**config.mk**
```make
export PLATFORM = sky130hd
export DESIGN_NAME = pdeo_override
export DESIGN_NICKNAME = d
export VERILOG_FILES = /design/src/include/pdeo_pkg.sv /design/src/logic/pdeo_override.sv /design/src/logic/pdeo_sync.sv
export SDC_FILE = /design/constraint.sdc
export NUM_CORES = 1
export LEC_CHECK = 0
export BUFFER_PORTS_ARGS = -buffer_cell sky130_fd_sc_hd__buf_2
export CORE_UTILIZATION = 30
export DETAILED_ROUTE_END_ITERATION = 7
export PLACE_DENSITY_LB_ADDON = 0.2
export SKIP_LAST_GASP = 1
export SLEW_MARGIN = 20
export SYNTH_ARGS = -nofsm -noshare
export SYNTH_HDL_FRONTEND = slang
export SYNTH_SLANG_ARGS = --single-unit
```
**constraint.sdc**
```tcl
create_clock -name clk_sys -period 1.4 [get_ports clk_sys]
set_input_delay 0.07 -clock clk_sys [delete_from_list [all_inputs] [get_ports clk_sys]]
set_output_delay 0.07 -clock clk_sys [all_outputs]
set_load 0.1 [all_outputs]
```
**src/include/pdeo_pkg.sv**
```systemverilog
`default_nettype none
package pdeo_pkg;
	// pin indices
	localparam int PD_SS_A    = 0;
	localparam int PD_DIVIDED_CLOCK_OUT    = 1;
	localparam int PD_MISO_A  = 2;
	localparam int PE_RST     = 0;
	localparam int PE_OSC_IN  = 1;
	localparam int PE_OSC_OUT = 2;
	localparam int PORT_W     = 3;
	// reset values
	localparam logic [2:0] PAD_RST_VAL = 3'h0;
	// synchroniser depth
	localparam int SYNC_STAGES = 3;
	// clock source selections
	typedef enum logic [1:0] {
		PDEO_CLK_RC,
		PDEO_CLK_CRYSTAL,
		PDEO_CLK_LF_CRYSTAL,
		PDEO_CLK_EXTERNAL
	} pdeo_clk_src_type;
endpackage : pdeo_pkg
`default_nettype wire

```
**src/logic/pdeo_override.sv**
```systemverilog
`timescale 1ns/1ps
`default_nettype none
// Function
// - timer1 compare A reaches port D pin 2 only when direction is output
// - that pin also carries timer1 PWM waveform
// - SPI master forces alternate data-in pin to input
// - SPI slave lets pin 2 direction follow its direction bit
// - forced-input pin 2 pull-up follows its value bit
// - clock-output fuse drives divided clock on pin 1, overriding bits
// - divided clock also driven during chip reset
// - SPI slave forces slave-select pin 0 to input unless PSC0 output is enabled
// - SPI slave active only while slave-select is low
// - SPI master lets pin 0 direction follow its direction bit
// - forced-input pin 0 pull-up follows pin 0 value bit
// - pin 0 direction override on PSC0 output enable or SPI term
// - oscillator output pin not I/O when crystal clock used
// - oscillator input pin not I/O except for internal RC clock
// - timer0 compare B drives port E pin 1 only when output
// - reset-disable fuse programmed makes port E pin 0 normal I/O
// - fuse unprogrammed connects reset circuit to pin 0, no I/O
// - as reset pin, its direction, value and input read zero
module pdeo_override
	import pdeo_pkg::*;
#(
	parameter int PORT_WIDTH = 3
) (
	// clocking
	input  wire logic                       clk_sys,
	input  wire logic                       rst,
	input  wire logic                       clk_en,
	// port D registers, low bits
	input  wire logic [PORT_WIDTH-1:0]      portd_dir,
	input  wire logic [PORT_WIDTH-1:0]      portd_value,
	// port E registers
	input  wire logic [PORT_WIDTH-1:0]      porte_dir,
	input  wire logic [PORT_WIDTH-1:0]      porte_value,
	// fuses and clock selection
	input  wire logic                       clock_output_fuse,
	input  wire logic                       reset_pin_disable_fuse,
	input  wire pdeo_pkg::pdeo_clk_src_type clk_source,
	input  wire logic                       chip_in_reset,
	input  wire logic                       divided_clock_out,
	// spi controls
	input  wire logic                       spi_unit_enable,
	input  wire logic                       spi_master_select,
	input  wire logic                       spi_pin_select,
	input  wire logic                       spi_miso_out,
	// timers and psc
	input  wire logic                       timer1_compare_a_out,
	input  wire logic                       timer1_compare_a_enable,
	input  wire logic                       timer0_compare_b_out,
	input  wire logic                       timer0_compare_b_enable,
	input  wire logic                       psc0_output0,
	input  wire logic                       psc0_output0_enable,
	// pads
	input  wire logic [PORT_WIDTH-1:0]      portd_pad_in,
	input  wire logic [PORT_WIDTH-1:0]      porte_pad_in,
	output var  logic [PORT_WIDTH-1:0]      portd_pad_out,
	output var  logic [PORT_WIDTH-1:0]      portd_pad_oe,
	output var  logic [PORT_WIDTH-1:0]      portd_pullup,
	output var  logic [PORT_WIDTH-1:0]      porte_pad_out,
	output var  logic [PORT_WIDTH-1:0]      porte_pad_oe,
	output var  logic [PORT_WIDTH-1:0]      porte_pullup,
	// read-back to port registers
	output var  logic [PORT_WIDTH-1:0]      portd_input,
	output var  logic [PORT_WIDTH-1:0]      porte_input,
	output var  logic [PORT_WIDTH-1:0]      porte_dir_read,
	output var  logic [PORT_WIDTH-1:0]      porte_value_read,
	// peripheral inputs
	output var  logic                       psc0_digital_in,
	output var  logic                       psc2_digital_in,
	output var  logic                       spi_miso_in,
	output var  logic                       spi_slave_selected,
	output var  logic                       external_reset_req,
	output var  logic                       osc_pins_claimed
);
	initial begin
		if (PORT_WIDTH != PORT_W) $error("pdeo_override serves exactly three pins per port");
	end

	logic [PORT_WIDTH-1:0] pd_sync;
	logic [PORT_WIDTH-1:0] pe_sync;

	genvar gi;
	generate
		for (gi = 0; gi < PORT_WIDTH; gi++) begin : g_sync
			pdeo_sync #(.STAGES(SYNC_STAGES)) u_pd (
				.clk_sys (clk_sys),
				.rst     (rst),
				.clk_en  (clk_en),
				.d_in    (portd_pad_in[gi]),
				.q_out   (pd_sync[gi])
			);
			pdeo_sync #(.STAGES(SYNC_STAGES)) u_pe (
				.clk_sys (clk_sys),
				.rst     (rst),
				.clk_en  (clk_en),
				.d_in    (porte_pad_in[gi]),
				.q_out   (pe_sync[gi])
			);
		end
	endgenerate

	// override terms
	logic spi_master_alt;
	logic spi_slave_alt;
	logic pd0_direction_override_enable;
	logic pd2_direction_override_enable;
	logic pd1_clk_on;
	logic pe0_is_reset;
	logic osc_out_claim;
	logic osc_in_claim;

	always_comb begin
		spi_master_alt = spi_unit_enable & spi_master_select & spi_pin_select;
		spi_slave_alt  = spi_unit_enable & ~spi_master_select & spi_pin_select;
		pd0_direction_override_enable       = psc0_output0_enable | spi_master_alt | spi_slave_alt;
		pd2_direction_override_enable       = spi_master_alt;
		pd1_clk_on     = clock_output_fuse | chip_in_reset;
		pe0_is_reset   = ~reset_pin_disable_fuse;
		osc_out_claim  = (clk_source == PDEO_CLK_CRYSTAL) || (clk_source == PDEO_CLK_LF_CRYSTAL);
		osc_in_claim   = (clk_source != PDEO_CLK_RC);
	end

	// port D pads
	logic [PORT_WIDTH-1:0] pd_oe_nxt;
	logic [PORT_WIDTH-1:0] pd_out_nxt;
	logic [PORT_WIDTH-1:0] pd_pu_nxt;

	always_comb begin
		pd_oe_nxt  = portd_dir;
		pd_out_nxt = portd_value;
		pd_pu_nxt  = ~portd_dir & portd_value;
		// pin 0: psc output or slave select
		if (pd0_direction_override_enable) begin
			pd_oe_nxt[PD_SS_A] = psc0_output0_enable;
			if (spi_master_alt && !psc0_output0_enable) begin
				pd_oe_nxt[PD_SS_A] = portd_dir[PD_SS_A];
			end
		end
		if (psc0_output0_enable) begin
			pd_out_nxt[PD_SS_A] = psc0_output0;
		end
		pd_pu_nxt[PD_SS_A] = ~pd_oe_nxt[PD_SS_A] & portd_value[PD_SS_A];
		// pin 1: divided clock
		if (pd1_clk_on) begin
			pd_oe_nxt[PD_DIVIDED_CLOCK_OUT]  = 1'b1;
			pd_out_nxt[PD_DIVIDED_CLOCK_OUT] = divided_clock_out;
			pd_pu_nxt[PD_DIVIDED_CLOCK_OUT]  = 1'b0;
		end
		// pin 2: timer1 compare A or alternate data-in
		if (pd2_direction_override_enable) begin
			pd_oe_nxt[PD_MISO_A] = 1'b0;
		end else if (spi_slave_alt) begin
			pd_oe_nxt[PD_MISO_A] = portd_dir[PD_MISO_A];
			pd_out_nxt[PD_MISO_A] = spi_miso_out;
		end
		if (timer1_compare_a_enable && !spi_slave_alt) begin
			pd_out_nxt[PD_MISO_A] = timer1_compare_a_out;
		end
		pd_pu_nxt[PD_MISO_A] = ~pd_oe_nxt[PD_MISO_A] & portd_value[PD_MISO_A];
	end

	// port E pads
	logic [PORT_WIDTH-1:0] pe_oe_nxt;
	logic [PORT_WIDTH-1:0] pe_out_nxt;
	logic [PORT_WIDTH-1:0] pe_pu_nxt;

	always_comb begin
		pe_oe_nxt  = porte_dir;
		pe_out_nxt = porte_value;
		pe_pu_nxt  = ~porte_dir & porte_value;
		if (timer0_compare_b_enable) begin
			pe_out_nxt[PE_OSC_IN] = timer0_compare_b_out;
		end
		if (osc_in_claim) begin
			pe_oe_nxt[PE_OSC_IN]  = 1'b0;
			pe_out_nxt[PE_OSC_IN] = 1'b0;
			pe_pu_nxt[PE_OSC_IN]  = 1'b0;
		end
		if (osc_out_claim) begin
			pe_oe_nxt[PE_OSC_OUT]  = 1'b0;
			pe_out_nxt[PE_OSC_OUT] = 1'b0;
			pe_pu_nxt[PE_OSC_OUT]  = 1'b0;
		end
		if (pe0_is_reset) begin
			pe_oe_nxt[PE_RST]  = 1'b0;
			pe_out_nxt[PE_RST] = 1'b0;
			pe_pu_nxt[PE_RST]  = 1'b0;
		end
	end

	// pad drive registers
	always_ff @(posedge clk_sys) begin
		if (rst) begin
			portd_pad_oe  <= PAD_RST_VAL;
			portd_pad_out <= PAD_RST_VAL;
			portd_pullup  <= PAD_RST_VAL;
			porte_pad_oe  <= PAD_RST_VAL;
			porte_pad_out <= PAD_RST_VAL;
			porte_pullup  <= PAD_RST_VAL;
		end else if (clk_en) begin
			portd_pad_oe  <= pd_oe_nxt;
			portd_pad_out <= pd_out_nxt;
			portd_pullup  <= pd_pu_nxt;
			porte_pad_oe  <= pe_oe_nxt;
			porte_pad_out <= pe_out_nxt;
			porte_pullup  <= pe_pu_nxt;
		end
	end

	// read-back registers
	always_ff @(posedge clk_sys) begin
		if (rst) begin
			portd_input      <= PAD_RST_VAL;
			porte_input      <= PAD_RST_VAL;
			porte_dir_read   <= PAD_RST_VAL;
			porte_value_read <= PAD_RST_VAL;
		end else if (clk_en) begin
			portd_input      <= pd_sync;
			porte_input      <= pe_sync;
			porte_dir_read   <= porte_dir;
			porte_value_read <= porte_value;
			if (osc_in_claim) begin
				porte_input[PE_OSC_IN] <= 1'b0;
			end
			if (osc_out_claim) begin
				porte_input[PE_OSC_OUT] <= 1'b0;
			end
			if (pe0_is_reset) begin
				porte_input[PE_RST]      <= 1'b0;
				porte_dir_read[PE_RST]   <= 1'b0;
				porte_value_read[PE_RST] <= 1'b0;
			end
		end
	end

	// peripheral input paths
	always_ff @(posedge clk_sys) begin
		if (rst) begin
			psc0_digital_in    <= 1'b0;
			psc2_digital_in    <= 1'b0;
			spi_miso_in        <= 1'b0;
			spi_slave_selected <= 1'b0;
			external_reset_req <= 1'b0;
			osc_pins_claimed   <= 1'b0;
		end else if (clk_en) begin
			psc0_digital_in    <= pd_sync[PD_DIVIDED_CLOCK_OUT];
			psc2_digital_in    <= pd_sync[PD_MISO_A];
			spi_miso_in        <= pd_sync[PD_MISO_A] & spi_master_alt;
			spi_slave_selected <= spi_slave_alt & ~pd_sync[PD_SS_A];
			external_reset_req <= pe0_is_reset & ~pe_sync[PE_RST];
			osc_pins_claimed   <= osc_in_claim;
		end
	end
endmodule : pdeo_override
`default_nettype wire

```
**src/logic/pdeo_sync.sv**
```systemverilog
`timescale 1ns/1ps
`default_nettype none
module pdeo_sync #(
	parameter int STAGES = 3
) (
	// clocking
	input  wire logic clk_sys,
	input  wire logic rst,
	input  wire logic clk_en,
	// data
	input  wire logic d_in,
	output var  logic q_out
);
	initial begin
		if (STAGES != 3) $error("pdeo_sync needs exactly three stages");
	end

	logic [2:0] stage_r;

	// three flops, change accepted when last two agree
	always_ff @(posedge clk_sys) begin
		if (rst) begin
			stage_r <= 3'h0;
		end else if (clk_en) begin
			stage_r <= {stage_r[1:0], d_in};
		end
	end

	always_ff @(posedge clk_sys) begin
		if (rst) begin
			q_out <= 1'b0;
		end else if (clk_en && (stage_r[1] == stage_r[2])) begin
			q_out <= stage_r[2];
		end
	end
endmodule : pdeo_sync
`default_nettype wire

```
Word level (Yosys, flattened, before mapping):

Index checks and enable logic that the tools add are counted.

* register bits after elaboration: 60
* bits in latches: 0
* memory bits (writable): 0
* ROM bits: 0
* bits of input ports: 37
* memories: 0

* add/sub/neg operators: 0
* $mul: 0
* divide/modulo/power cells: 0
* magnitude comparators: 0
* equal/unequal tests: 8
* shift operators: 0
* mux-type cells: 23
* bitwise gates (word level): 22
* reduce and logical (&&, ||, !) cells: 12

Operators with widths (count)
* two-way mux 1 bit: 23
* AND 1 bit: 9
* logical AND 1 bit: 8
* equality test 1 bit: 6
* NOT 1 bit: 6
* AND 3 bit: 1
* NOT 3 bit: 1
* OR 1 bit: 3
* AND 2 bit: 1
* equality test 2 x 1 -> 1 bit, second input constant: 1
* equality test 2 bit, second input constant: 1
* logical NOT 1 bit: 2
* NOT 2 bit: 1
* nonzero test 2 bit: 1
* logical OR 1 bit: 1

Depth between registers and ports, before layout:

* word-level depth: 7
* gate-level depth with buffers: 5
* mapped depth without buffers: 5

By module:

Synthesis repeated with hierarchy kept, for this count alone.

* cells, all modules: 242
* area, all modules: 2334.7 µm²

Modules (own cells, without submodules)
* pdeo_override: instances 1, cells an instance 146, area each 1306.3 µm², seq. area each 640.6 µm²
* pdeo_sync: instances 6, cells an instance 16, area each 171.4 µm², seq. area each 80.1 µm²

Least setup slack after synthesis:

OpenSTA, ideal clock, no wires.

* path kind: flip-flop to output port
* start point: reg portd_input[2]
* end point: out portd_input[2]
* arrival time: 1.374 ns
* data required time: 1.330 ns
* setup slack: -0.044 ns
* stages on the path, launching flop included: 2
* cells stage by stage: dfxtp_1 > buf_4

RTL lines
* start, declared: line pdeo_override.sv:65 `output var logic [PORT_WIDTH-1:0] portd_input,`
* start signal, assigned: line pdeo_override.sv:220 `portd_input <= pd_sync;`

No word-level cell between the ends.

Worst setup path in the final report:

* start point: reg porte_pad_oe[1]
* end point: out porte_pad_oe[1]

RTL lines
* start, declared: line pdeo_override.sv:62 `output var logic [PORT_WIDTH-1:0] porte_pad_oe,`
* start signal, assigned: line pdeo_override.sv:206 `porte_pad_oe <= pe_oe_nxt;`

No word-level cell between the ends.

==> results.sh <==
export IMPL_status="finished, final reports clean"
export IMPL_htree_levels=2
export IMPL_crit_arrival_ns=1.10
export IMPL_postRouteAntennaNets=0
export IMPL_max_slew_worst_pin_slew_ns=0.502
export IMPL_grt_pass1_wl_um=7360
export IMPL_cp_end_kind="primary output"
export IMPL_worst_path_max_delay_cell="buf_2"
export IMPL_grt_total_usage=0.125
export IMPL_drtPass1Iterations=7
export IMPL_nFillCells=725
export IMPL_drc=0
export IMPL_wl_um=4630
export IMPL_grt_max_degree=52
export IMPL_power_uw=3180
export IMPL_ys_types=29
export IMPL_routedWlPerCell_um=11.5
export IMPL_syn_nets=274
export IMPL_post_route_min_period_ns=1.17
export IMPL_vias=1830
export IMPL_maxCapViolations=0
export IMPL_cp_start_kind="flip-flop"
export IMPL_p_per_area_nw_per_um2=1160
export IMPL_crit_chain="buf_2"
export IMPL_yosysTopAreaCellShare=0.526
export IMPL_final_setup_skew_ns=0.00530
export IMPL_rows=30
export IMPL_synth_edf_count=0
export IMPL_io_buffer_count=72
export IMPL_cts_clk_slew_worst_paths_ns=0.09
export IMPL_cp_max_fo=2
export IMPL_dp_cells=390
export IMPL_syn_area_um2=2130
export IMPL_finalSetupViolCount=0
export IMPL_path_class="flip-flop to primary output"
export IMPL_core_area_um2=6830
export IMPL_synthCells=236
export IMPL_die_area_um2=7450
export IMPL_max_stage_delay_ns=0.43
export IMPL_worstHoldPathType="input port to flip-flop"
export IMPL_post_place_ws_ns=0.404
export IMPL_synth_top_area_cell="dfxtp_1"
export IMPL_overflow=0
export IMPL_fin_crit_sh=0.832
export IMPL_chipWidth_um=86.3
export IMPL_die_y_um=86.3
export IMPL_cts_tree="built"
export IMPL_max_vdd_ir_drop_mv=0.575
export IMPL_cts_buffers=5
export IMPL_synthToLayoutAreaGrowth_pct=28.8
export IMPL_synthArstFlopShare=0
export IMPL_largestRegisters="g_sync.u_pd.stage_r (9), g_sync.u_pe.stage_r (9)"
export IMPL_clock_sinks=56
export IMPL_ys_ff_latch=56
export IMPL_synth_most_common_cell="dfxtp_1"
export IMPL_io_pin_count=73
export IMPL_drtIter0Drc=100
export IMPL_finalMaxSlewViolations=0
export IMPL_synthTopCellsByCount="dfxtp_1, a21oi_1, nor2_1, nand2_1, mux2i_1"
export IMPL_fmax_mhz=858
export IMPL_final_nets=344
export IMPL_worstPathRequired_ns=1.33
export IMPL_gp_congestion=0.674
export IMPL_fin_area_um2=2750
export IMPL_dpl_cell_area_um2=2600
export IMPL_insertion_delay_ns=0.30
export IMPL_routed_via_density=4.55
export IMPL_syn_area_per_cell_um2=9.03
export IMPL_initial_core_util=0.312
export IMPL_cts_root_buf="clkbuf_8"
export IMPL_seq_area_frac_synth=0.526
export IMPL_clockBufferDepth=2
export IMPL_drive_gt1_frac=0.291
export IMPL_fin_tns_setup_ns=0
export IMPL_crit_family="buffers and inverters"
export IMPL_leakagePower_uw=0.00122
export IMPL_synth_flop_cell="dfxtp_1"
export IMPL_antenna_found_initial=0
export IMPL_synth_area_leaders="dfxtp_1, mux2i_1, a21oi_1, nor2_1, nand2_1"
export IMPL_rsz0062_at_grt="false"
export IMPL_hold_violations=0
export IMPL_cp_num_buf_inv=1
export IMPL_hpwlAfterDp_um=3170
export IMPL_grt_pass1_vias=1618
export IMPL_final_setup_worst_slack_ns=0.235
export IMPL_ys_warn_count=0
export IMPL_final_cell_count_no_fill=402
export IMPL_antenna_cells=0
export IMPL_slew_headroom=0.667
export IMPL_cts_repair_resized=0
## through the flow
step	hold WS [ns]	util
after floorplan	0.217	-
after global placement	0.311	0.381
after detailed placement	0.315	0.381
after CTS	0.00730	0.402
after global routing	0.0272	0.402
final	0.0107	0.402
## placed cells by master, fill, tap and decap left out, drive strengths merged, types with 3 or more instances in the layout
cell	count
buf	76
dfxtp	56
a21oi	33
nor2	33
nand2	23
mux2i	19
o21ai	13
nand3	9
clkbuf	7
and2	6
dlygate4sd3	5
nand3b	3
a211oi	3
inv	3
## cell type report
class,count,area [um2],share of cell area
clock buffer,7,96.3,0.0351
inverter,3,11.3,0.00410
multi-input combinational,159,902,0.328
sequential,56,1130,0.410
tap,96,120,0.0437
timing repair buffer,81,490,0.179
## cell families (layout without fill, tap and decap cells)
logic type | count (synthesis) | after routing | share of synthesized area
fa+ha+maj | 1 | 1 | 0.00587
simple gates | 83 | 83 | 0.180
flops | 56 | 56 | 0.526
buf+inv | 21 | 91 | 0.0511
mux | 20 | 20 | 0.0945
compound gates | 55 | 55 | 0.143
## tightest hold or removal path: stages
cell and delay (ns):
buf_2 0.08, mux2i_1 0.06, nor2_1 0.07
## per-layer routing
layer | global-route usage | up-vias | share of wire | wire length (um)
li1 | - | 939 | - | -
met4 | 0.0409 | 0 | 0.012 | 57
met3 | 0.0400 | 4 | 0.070 | 322
met5 | 0 | - | 0 | 0
met2 | 0.198 | 56 | 0.44 | 2020
met1 | 0.161 | 831 | 0.48 | 2220
## path summary, 6_finish.rpt
kind | from | to | slack [ns] | depth (start not counted)
setup reg to reg | g_sync[0].u_pd.q_out | spi_slave_selected | 0.52 | 2
hold / removal | portd_pad_in[0] | g_sync[0].u_pd.stage_r[0] | 0.01 | 3
hold reg to reg | portd_pullup[1] | portd_pullup[1] | 0.46 | 2
setup / recovery | porte_pad_oe[1] | porte_pad_oe[1] | 0.23 | 1
## repair_timing
| action | in CTS | in global routing |
|---|---|---|
| endpoints found under the hold margin | 5 | 0 |
| hold buffers | 5 | 0 |
| buffers inserted | 0 | 0 |
## power by group
part           switching [uW]  internal (uW)  total, uW
registers                26.5           1650       1670
logic                     417            159        576
clock network             494            442        936
total                     938           2250       3180
No activity file was read; power rests on OpenSTA's default activity.
